## src/design/ppm_cfg.svh

```systemverilog
// Constants for the printer port pin mapping block: offsets, bit positions,
// reset values and response codes.
// Assumes it is included by bare name wherever these names are needed.
`ifndef PPM_CFG_SVH
`define PPM_CFG_SVH

// Register byte offsets on the AXI4-Lite bus.
`define PPM_OFF_DATA 8'h00
`define PPM_OFF_STATUS 8'h04
`define PPM_OFF_CONTROL 8'h08

// Status register bit positions.
`define PPM_ST_FAULT 3
`define PPM_ST_ONLINE 4
`define PPM_ST_PAPER 5
`define PPM_ST_ACK 6

// Control register bit positions.
`define PPM_CT_STROBE 0
`define PPM_CT_ALF 1
`define PPM_CT_INIT 2
`define PPM_CT_SELECT 3
`define PPM_CT_DIR 5

// Reset values: initialise output high, all else zero.
`define PPM_CTRL_RST 8'h04
`define PPM_DATA_RST 8'h00

// AXI response codes.
`define PPM_RESP_OKAY 2'h0
`define PPM_RESP_SLVERR 2'h2

`endif

```

## src/design/ppm_pkg.sv

```systemverilog
// Types shared by the printer port pin mapping block.
// Assumes nothing of its surroundings.
package ppm_pkg;
	// One byte of port data or of a register.
	typedef logic [7:0] ppm_byte_t;
	// Bus address, byte granular.
	typedef logic [7:0] ppm_addr_t;
	// AXI response code.
	typedef logic [1:0] ppm_resp_t;
	// Which register an address selects.
	typedef enum logic [1:0] {PPM_SEL_DATA, PPM_SEL_STATUS, PPM_SEL_CONTROL, PPM_SEL_NONE} ppm_sel_e;
endpackage : ppm_pkg

```

## src/design/ppm_port.sv

```systemverilog
// Printer port pin mapping: AXI4-Lite registers that map onto printer pins.
// Assumes one 100 MHz clock, inputs synchronous to it, and a bus master
// that keeps at most one write and one read under way at a time.
//
// Operation
// RULE1 - Status bit 6 reads acknowledge input level.
// RULE2 - Status bit 3 reads printer fault input.
// RULE3 - Select output is inverse of control bit 3.
// RULE4 - Initialise output follows control bit 2 directly.
// RULE5 - Auto line feed is inverse of bit 1.
// RULE6 - Data strobe is inverse of bit 0.
// RULE7 - Status bit 4 reads printer online input.
// RULE8 - Status bit 5 reads paper empty input.
// RULE9 - Eight bidirectional data lines carry one byte.
//
// The AXI4-Lite interface to the registers and the address map are this design's own decisions.
`include "ppm_cfg.svh"
`timescale 1ns/1ps
`default_nettype none

module ppm_port
(
	input wire logic clk,
	input wire logic rst_n,
	// AXI4-Lite write address channel.
	input wire logic s_axi_awvalid,
	output logic s_axi_awready,
	input wire ppm_pkg::ppm_addr_t s_axi_awaddr,
	// AXI4-Lite write data channel.
	input wire logic s_axi_wvalid,
	output logic s_axi_wready,
	input wire logic [31:0] s_axi_wdata,
	input wire logic [3:0] s_axi_wstrb,
	// AXI4-Lite write response channel.
	output logic s_axi_bvalid,
	input wire logic s_axi_bready,
	output ppm_pkg::ppm_resp_t s_axi_bresp,
	// AXI4-Lite read address channel.
	input wire logic s_axi_arvalid,
	output logic s_axi_arready,
	input wire ppm_pkg::ppm_addr_t s_axi_araddr,
	// AXI4-Lite read data channel.
	output logic s_axi_rvalid,
	input wire logic s_axi_rready,
	output logic [31:0] s_axi_rdata,
	output ppm_pkg::ppm_resp_t s_axi_rresp,
	// Printer status inputs.
	input wire logic printer_ack_n_in,
	input wire logic printer_fault_n_in,
	input wire logic printer_online_in,
	input wire logic paper_empty_in,
	// Printer control outputs.
	output logic printer_select_out,
	output logic printer_init_out,
	output logic auto_line_feed_out,
	output logic data_strobe_out,
	// Bidirectional port data, split into three signals.
	input wire ppm_pkg::ppm_byte_t port_data_in,
	output ppm_pkg::ppm_byte_t port_data_out,
	output ppm_pkg::ppm_byte_t port_data_oe_n
);
	import ppm_pkg::*;

	// Maps a byte address onto a register; anything else is unmapped.
	function automatic ppm_sel_e ppm_decode(input ppm_addr_t addr);
		ppm_sel_e sel;
		sel = PPM_SEL_NONE;
		if (addr == `PPM_OFF_DATA)
		begin
			sel = PPM_SEL_DATA;
		end
		else if (addr == `PPM_OFF_STATUS)
		begin
			sel = PPM_SEL_STATUS;
		end
		else if (addr == `PPM_OFF_CONTROL)
		begin
			sel = PPM_SEL_CONTROL;
		end
		return sel;
	endfunction : ppm_decode

	// Write channel state: captured address and data, held until both arrive.
	logic aw_got_reg, aw_got_next;
	logic w_got_reg, w_got_next;
	ppm_addr_t aw_addr_reg, aw_addr_next;
	ppm_byte_t w_data_reg, w_data_next;
	logic w_lane0_reg, w_lane0_next;
	logic awready_reg, awready_next;
	logic wready_reg, wready_next;
	logic bvalid_reg, bvalid_next;
	ppm_resp_t bresp_reg, bresp_next;
	// Software visible registers.
	ppm_byte_t ctrl_reg, ctrl_next;
	ppm_byte_t dout_reg, dout_next;
	// Pin drivers, each a flip-flop of its own.
	logic select_reg, select_next;
	logic init_reg, init_next;
	logic alf_reg, alf_next;
	logic strobe_reg, strobe_next;
	ppm_byte_t oe_n_reg, oe_n_next;
	// Read channel state.
	logic arready_reg, arready_next;
	logic rvalid_reg, rvalid_next;
	logic [31:0] rdata_reg, rdata_next;
	ppm_resp_t rresp_reg, rresp_next;
	// Live status byte built from the printer inputs.
	ppm_byte_t status_now;
	// Handshake terms.
	logic aw_fire, w_fire, ar_fire, do_write;
	ppm_sel_e wsel;

	// Status bits are the raw pin levels; low-active pins are not inverted.
	always_comb
	begin
		status_now = 8'h00;
		status_now[`PPM_ST_ACK] = printer_ack_n_in; // RULE1
		status_now[`PPM_ST_FAULT] = printer_fault_n_in; // RULE2
		status_now[`PPM_ST_ONLINE] = printer_online_in; // RULE7
		status_now[`PPM_ST_PAPER] = paper_empty_in; // RULE8
	end

	// Write path: address and data may come in either order.
	always_comb
	begin
		aw_fire = s_axi_awvalid && awready_reg;
		w_fire = s_axi_wvalid && wready_reg;
		aw_got_next = aw_got_reg || aw_fire;
		w_got_next = w_got_reg || w_fire;
		aw_addr_next = aw_fire ? s_axi_awaddr : aw_addr_reg;
		w_data_next = w_fire ? s_axi_wdata[7:0] : w_data_reg;
		w_lane0_next = w_fire ? s_axi_wstrb[0] : w_lane0_reg;
		// The write happens once both halves are held.
		do_write = aw_got_reg && w_got_reg && !bvalid_reg;
		wsel = ppm_decode(aw_addr_reg);
		bvalid_next = bvalid_reg;
		bresp_next = bresp_reg;
		ctrl_next = ctrl_reg;
		dout_next = dout_reg;
		if (do_write)
		begin
			aw_got_next = 1'b0;
			w_got_next = 1'b0;
			bvalid_next = 1'b1;
			bresp_next = (wsel == PPM_SEL_NONE) ? `PPM_RESP_SLVERR : `PPM_RESP_OKAY;
			// Only byte lane 0 carries data; a write without it changes nothing.
			if (w_lane0_reg && wsel == PPM_SEL_CONTROL)
			begin
				ctrl_next = w_data_reg;
			end
			else if (w_lane0_reg && wsel == PPM_SEL_DATA)
			begin
				dout_next = w_data_reg;
			end
		end
		else if (bvalid_reg && s_axi_bready)
		begin
			bvalid_next = 1'b0;
		end
		// Ready drops after each take so a second item waits for the response.
		awready_next = !aw_got_next && !bvalid_next;
		wready_next = !w_got_next && !bvalid_next;
	end

	// Pin drivers follow the next control value so they change with it.
	always_comb
	begin
		select_next = !ctrl_next[`PPM_CT_SELECT]; // RULE3
		init_next = ctrl_next[`PPM_CT_INIT]; // RULE4
		alf_next = !ctrl_next[`PPM_CT_ALF]; // RULE5
		strobe_next = !ctrl_next[`PPM_CT_STROBE]; // RULE6
		// Direction bit set turns the data lines round to receive.
		oe_n_next = {8{ctrl_next[`PPM_CT_DIR]}}; // RULE9
	end

	// Read path: one read at a time, answered one cycle after the take.
	always_comb
	begin
		ar_fire = s_axi_arvalid && arready_reg;
		rvalid_next = rvalid_reg;
		rdata_next = rdata_reg;
		rresp_next = rresp_reg;
		if (ar_fire)
		begin
			rvalid_next = 1'b1;
			rresp_next = `PPM_RESP_OKAY;
			unique case (ppm_decode(s_axi_araddr))
				PPM_SEL_DATA: rdata_next = {24'h000000, port_data_in}; // RULE9
				PPM_SEL_STATUS: rdata_next = {24'h000000, status_now};
				PPM_SEL_CONTROL: rdata_next = {24'h000000, ctrl_reg};
				PPM_SEL_NONE:
				begin
					rdata_next = 32'h00000000;
					rresp_next = `PPM_RESP_SLVERR;
				end
			endcase
		end
		else if (rvalid_reg && s_axi_rready)
		begin
			rvalid_next = 1'b0;
		end
		arready_next = !rvalid_next;
	end

	// All state registers; reset gives constants only.
	always_ff @(posedge clk or negedge rst_n)
	begin
		if (!rst_n)
		begin
			aw_got_reg <= 1'b0;
			w_got_reg <= 1'b0;
			aw_addr_reg <= 8'h00;
			w_data_reg <= 8'h00;
			w_lane0_reg <= 1'b0;
			awready_reg <= 1'b0;
			wready_reg <= 1'b0;
			bvalid_reg <= 1'b0;
			bresp_reg <= `PPM_RESP_OKAY;
			ctrl_reg <= `PPM_CTRL_RST;
			dout_reg <= `PPM_DATA_RST;
			select_reg <= 1'b1;
			init_reg <= 1'b1;
			alf_reg <= 1'b1;
			strobe_reg <= 1'b1;
			oe_n_reg <= 8'h00;
			arready_reg <= 1'b0;
			rvalid_reg <= 1'b0;
			rdata_reg <= 32'h00000000;
			rresp_reg <= `PPM_RESP_OKAY;
		end
		else
		begin
			aw_got_reg <= aw_got_next;
			w_got_reg <= w_got_next;
			aw_addr_reg <= aw_addr_next;
			w_data_reg <= w_data_next;
			w_lane0_reg <= w_lane0_next;
			awready_reg <= awready_next;
			wready_reg <= wready_next;
			bvalid_reg <= bvalid_next;
			bresp_reg <= bresp_next;
			ctrl_reg <= ctrl_next;
			dout_reg <= dout_next;
			select_reg <= select_next;
			init_reg <= init_next;
			alf_reg <= alf_next;
			strobe_reg <= strobe_next;
			oe_n_reg <= oe_n_next;
			arready_reg <= arready_next;
			rvalid_reg <= rvalid_next;
			rdata_reg <= rdata_next;
			rresp_reg <= rresp_next;
		end
	end

	// Every output is a flip-flop.
	assign s_axi_awready = awready_reg;
	assign s_axi_wready = wready_reg;
	assign s_axi_bvalid = bvalid_reg;
	assign s_axi_bresp = bresp_reg;
	assign s_axi_arready = arready_reg;
	assign s_axi_rvalid = rvalid_reg;
	assign s_axi_rdata = rdata_reg;
	assign s_axi_rresp = rresp_reg;
	assign printer_select_out = select_reg;
	assign printer_init_out = init_reg;
	assign auto_line_feed_out = alf_reg;
	assign data_strobe_out = strobe_reg;
	assign port_data_out = dout_reg;
	assign port_data_oe_n = oe_n_reg;
endmodule : ppm_port

`default_nettype wire

```

## config.mk

```make
export PLATFORM = sky130hd
export DESIGN_NAME = ppm_port
export DESIGN_NICKNAME = d
export VERILOG_FILES = /design/src/design/ppm_pkg.sv /design/src/design/ppm_port.sv
export VERILOG_INCLUDE_DIRS = /design/src /design/src/design
export SDC_FILE = /design/constraint.sdc
export NUM_CORES = 1
export LEC_CHECK = 0
export ABC_AREA = 1
export BUFFER_PORTS_ARGS = -buffer_cell sky130_fd_sc_hd__buf_2
export CAP_MARGIN = 20
export CELL_PAD_IN_SITES_DETAIL_PLACEMENT = 2
export CELL_PAD_IN_SITES_GLOBAL_PLACEMENT = 2
export CORE_ASPECT_RATIO = 0.6
export CORE_MARGIN = 2
export CORE_UTILIZATION = 24
export DETAILED_ROUTE_END_ITERATION = 6
export PLACE_DENSITY_LB_ADDON = 0.1
export SLEW_MARGIN = 20
export SYNTH_ARGS = -nofsm -noshare
export SYNTH_HDL_FRONTEND = slang
export SYNTH_SLANG_ARGS = --single-unit
export TNS_END_PERCENT = 5
```

## constraint.sdc

```tcl
create_clock -name clk -period 1.6 [get_ports clk]
set_input_delay 0.08 -clock clk [delete_from_list [all_inputs] [get_ports clk]]
set_output_delay 0.08 -clock clk [all_outputs]
set_load 0.01 [all_outputs]
```

==> metrics.txt <==
outcome=complete, no violations; initial DRC count=35; Starting Density=24.6%; antenna cell count=0; critical path startpoint=aw_addr_reg[1]$_DFFE_PN0P_; kind of critical path=reg -> reg; count of cells resized by post-cts repair=0; required arrival time at the worst endpoint=1.81 ns; wire per inst=12.4 um; placeable core region=10,600 sq um; total vias in the final route=2,167; Hold Violations, Final=0; final worst path period need=1.42 ns; PwrDens=1290 nW/um^2; Setup Buffers After CTS=0; Setup crit start kind=flip-flop; Die Width=138 um; reported max-cap violation count=0; maximum achievable frequency=702 MHz; Worst Path Arrival=1.64 ns; Die Footprint=11,700 sq um; count of hold buffers inserted by post-cts repair=9; Chip Height=84.6 um; TritonCTS clock tree=yes; number of remaining DRC errors=0; endpoint class of the critical path=flip-flop; worst reg-to-reg setup slack=0.18 ns; Post-Synth Simple-Gate Area=19.8%; layout-stage area growth over the synthesis result=24.4%; crit path max-delay cell type=sky130_fd_sc_hd__dfrtp_1; share of post-route cells with drive strength above 1=28.4%; sequential share of the synthesized area=51.2%; worst-case vdd ir drop=0.552 mV; number of warning messages in the yosys log=0; Cell Chain, Critical Path=nor2_2, nand3_1, nor2_1, nand3_2, buf_4, o21ai_1; synthesized flop and latch total=53; period utilisation layout=89.0%; RSZ-0062 raised after global routing=no; multiplexer fraction of the synthesized cell area=0%; gr usage total=12.1%; Max Fanout on Critical Path=22; Max Transition Viols Final=0; post-layout utilization of the core=30.6%; final total negative setup slack=0 ns; clock insertion delay at the later pin of the skew report=0.29 ns; crit-path max cell delay=0.39 ns; buffer depth of the longest clock path=2; class of the most critical hold timing path=in -> reg; root buffer cell=sky130_fd_sc_hd__clkbuf_16; number of antenna violations at the first check in global routing=0; number of distinct library cells after synthesis=22; detailed-router iteration count before antenna repair=2; Netlist Area Pre-Place=2600 sq um; clock transition at the registers of the reported paths=0.07 ns; RePlAce Congestion=0.688; Cell Rows=29; Detail Route Antenna Nets=0; number of sinks handled by clock tree synthesis=53; maximum level of the CTS H-tree=2; vias per std cell=4.04; xor/xnor share of the synthesized area=0%; number of top-level pins=132; number of instances in the synthesized netlist=314; placed wire-length estimate=5130 um; number of buffers created by CTS=5; average size of a mapped cell=8.28 sq um; number of nets in the final layout=468; complex-gate fraction of the synthesized area=10.1%; main combinational cell family by area after synthesis=simple AND/OR/NAND/NOR gates; global-route wire length before repair=11,300 um; Worst Skew=0.00687 ns; launch point of the worst hold path=s_axi_wdata[7]; setup violators final=0; largest net degree at the start of global routing=54; launch point of the worst reg-to-reg path=aw_addr_reg[1]$_DFFE_PN0P_; vias in the first global route=2,307; total overflow reported by the global router=0; Lkg Pwr=1.86 nW; Post-Route WL=6680 um; count of input and output buffers=78; adder-cell share of the synthesized area=0%
cells in the final DEF, fill, tap and decap left out, types with 2 or more instances in the layout:
| cell type | instances |
|---|---|
| sky130_fd_sc_hd__dlygate4sd3_1 | 9 |
| sky130_fd_sc_hd__o21ai_0 | 17 |
| sky130_fd_sc_hd__inv_1 | 47 |
| sky130_fd_sc_hd__dfrtp_1 | 49 |
| sky130_fd_sc_hd__conb_1 | 26 |
| sky130_fd_sc_hd__buf_2 | 78 |
| sky130_fd_sc_hd__clkinv_2 | 2 |
| sky130_fd_sc_hd__o21ai_2 | 9 |
| sky130_fd_sc_hd__dfstp_2 | 4 |
| sky130_fd_sc_hd__nor2_1 | 10 |
| sky130_fd_sc_hd__nand3_1 | 16 |
| sky130_fd_sc_hd__buf_4 | 4 |
| sky130_fd_sc_hd__a21oi_1 | 6 |
| sky130_fd_sc_hd__nand2_2 | 2 |
| sky130_fd_sc_hd__nor2_2 | 4 |
| sky130_fd_sc_hd__o21ai_1 | 12 |
| sky130_fd_sc_hd__clkbuf_16 | 5 |
| sky130_fd_sc_hd__nand2_1 | 90 |
| sky130_fd_sc_hd__inv_2 | 2 |
cells in the mapped netlist:
cell                        n  area, sq um
sky130_fd_sc_hd__a211oi_1   1         7.51
sky130_fd_sc_hd__buf_6      2         22.5
sky130_fd_sc_hd__nor2_2     4         25.0
sky130_fd_sc_hd__buf_4     35          263
sky130_fd_sc_hd__conb_1     1         3.75
sky130_fd_sc_hd__inv_1     47          176
sky130_fd_sc_hd__dfstp_2    4          105
sky130_fd_sc_hd__clkbuf_1   3         11.3
sky130_fd_sc_hd__o21ai_2    9         78.8
sky130_fd_sc_hd__o21ai_1   12         60.1
sky130_fd_sc_hd__nor2_4     1         11.3
sky130_fd_sc_hd__nand3_1   16         80.1
sky130_fd_sc_hd__nand2_2    2         12.5
sky130_fd_sc_hd__inv_2      2         7.51
sky130_fd_sc_hd__a21oi_1    6         30.0
sky130_fd_sc_hd__nand2_1   90          338
sky130_fd_sc_hd__clkinv_1   1         3.75
sky130_fd_sc_hd__o21ai_0   17         85.1
sky130_fd_sc_hd__nor2_1    10         37.5
sky130_fd_sc_hd__nand3_2    1         10.0
sky130_fd_sc_hd__buf_2      1         5.00
sky130_fd_sc_hd__dfrtp_1   49         1230
worst paths after layout:
check | end | depth (start not counted)
setup reg to reg | data_strobe_out$_DFF_PN1_ | 6
setup / recovery | data_strobe_out$_DFF_PN1_ | 6
hold / removal | w_data_reg[7]$_DFFE_PN0P_ | 3
hold reg to reg | printer_select_out$_DFF_PN1_ | 1
max in group asynchronous | printer_select_out$_DFF_PN1_ | 3
min in group asynchronous | s_axi_bvalid$_DFF_PN0_ | 3
cell families after synthesis:
kind of cell / count (synthesis)
simple gates: 124
other cells: 1
compound gates: 45
flops: 53
buf+inv: 91
worst max-delay path: cells and delay by family, from the launching register on:
kind	cells	cell delay, ns
AND/OR/NAND/NOR	4	0.53
buffers and inverters	1	0.23
AO/OA/AOI/OAI	1	0.20
flip-flops	1	0.39
metal layers:
| layer | up-vias | track usage, % | part of all wire [%] |
|---|---|---|---|
| li1 | 1063 | - | - |
| met1 | 1046 | 16.6 | 50 |
| met2 | 54 | 19.2 | 44 |
| met3 | 4 | 3.42 | 4.8 |
| met4 | 0 | 2.23 | 0.55 |
| met5 | - | 0 | 0 |
through the flow:
step	hold slack (ns)	instances	power [W]	worst slack, ns	instance area [sq um]
after floorplan	-0.216	339	0.00276	0.375	2690
after global placement	0.109	520	0.00312	0.177	3010
after detailed placement	0.109	520	0.00316	0.177	3010
after CTS	0.00132	537	0.00429	0.162	3240
after global routing	0.00728	537	0.00456	0.0535	3240
final	0.00589	537	0.00418	0.176	3240
cell type report:
cell class,instances,area [sq um]
fill,1244,7320
sequential,53,1330
multi-input combinational,195,873
clock inverter,2,10.0
timing repair buffer,92,531
inverter,50,188
tap,139,174
clock buffer,6,129
report_power, final:
group | total (W) | internal (W) | switching (W)
Sequential | 0.00197 | 0.00174 | 0.000233
Combinational | 0.00115 | 0.000422 | 0.000723
Clock | 0.00107 | 0.000577 | 0.000491
Total | 0.00418 | 0.00274 | 0.00145
Note: power is estimated with default switching activity, not from simulation.
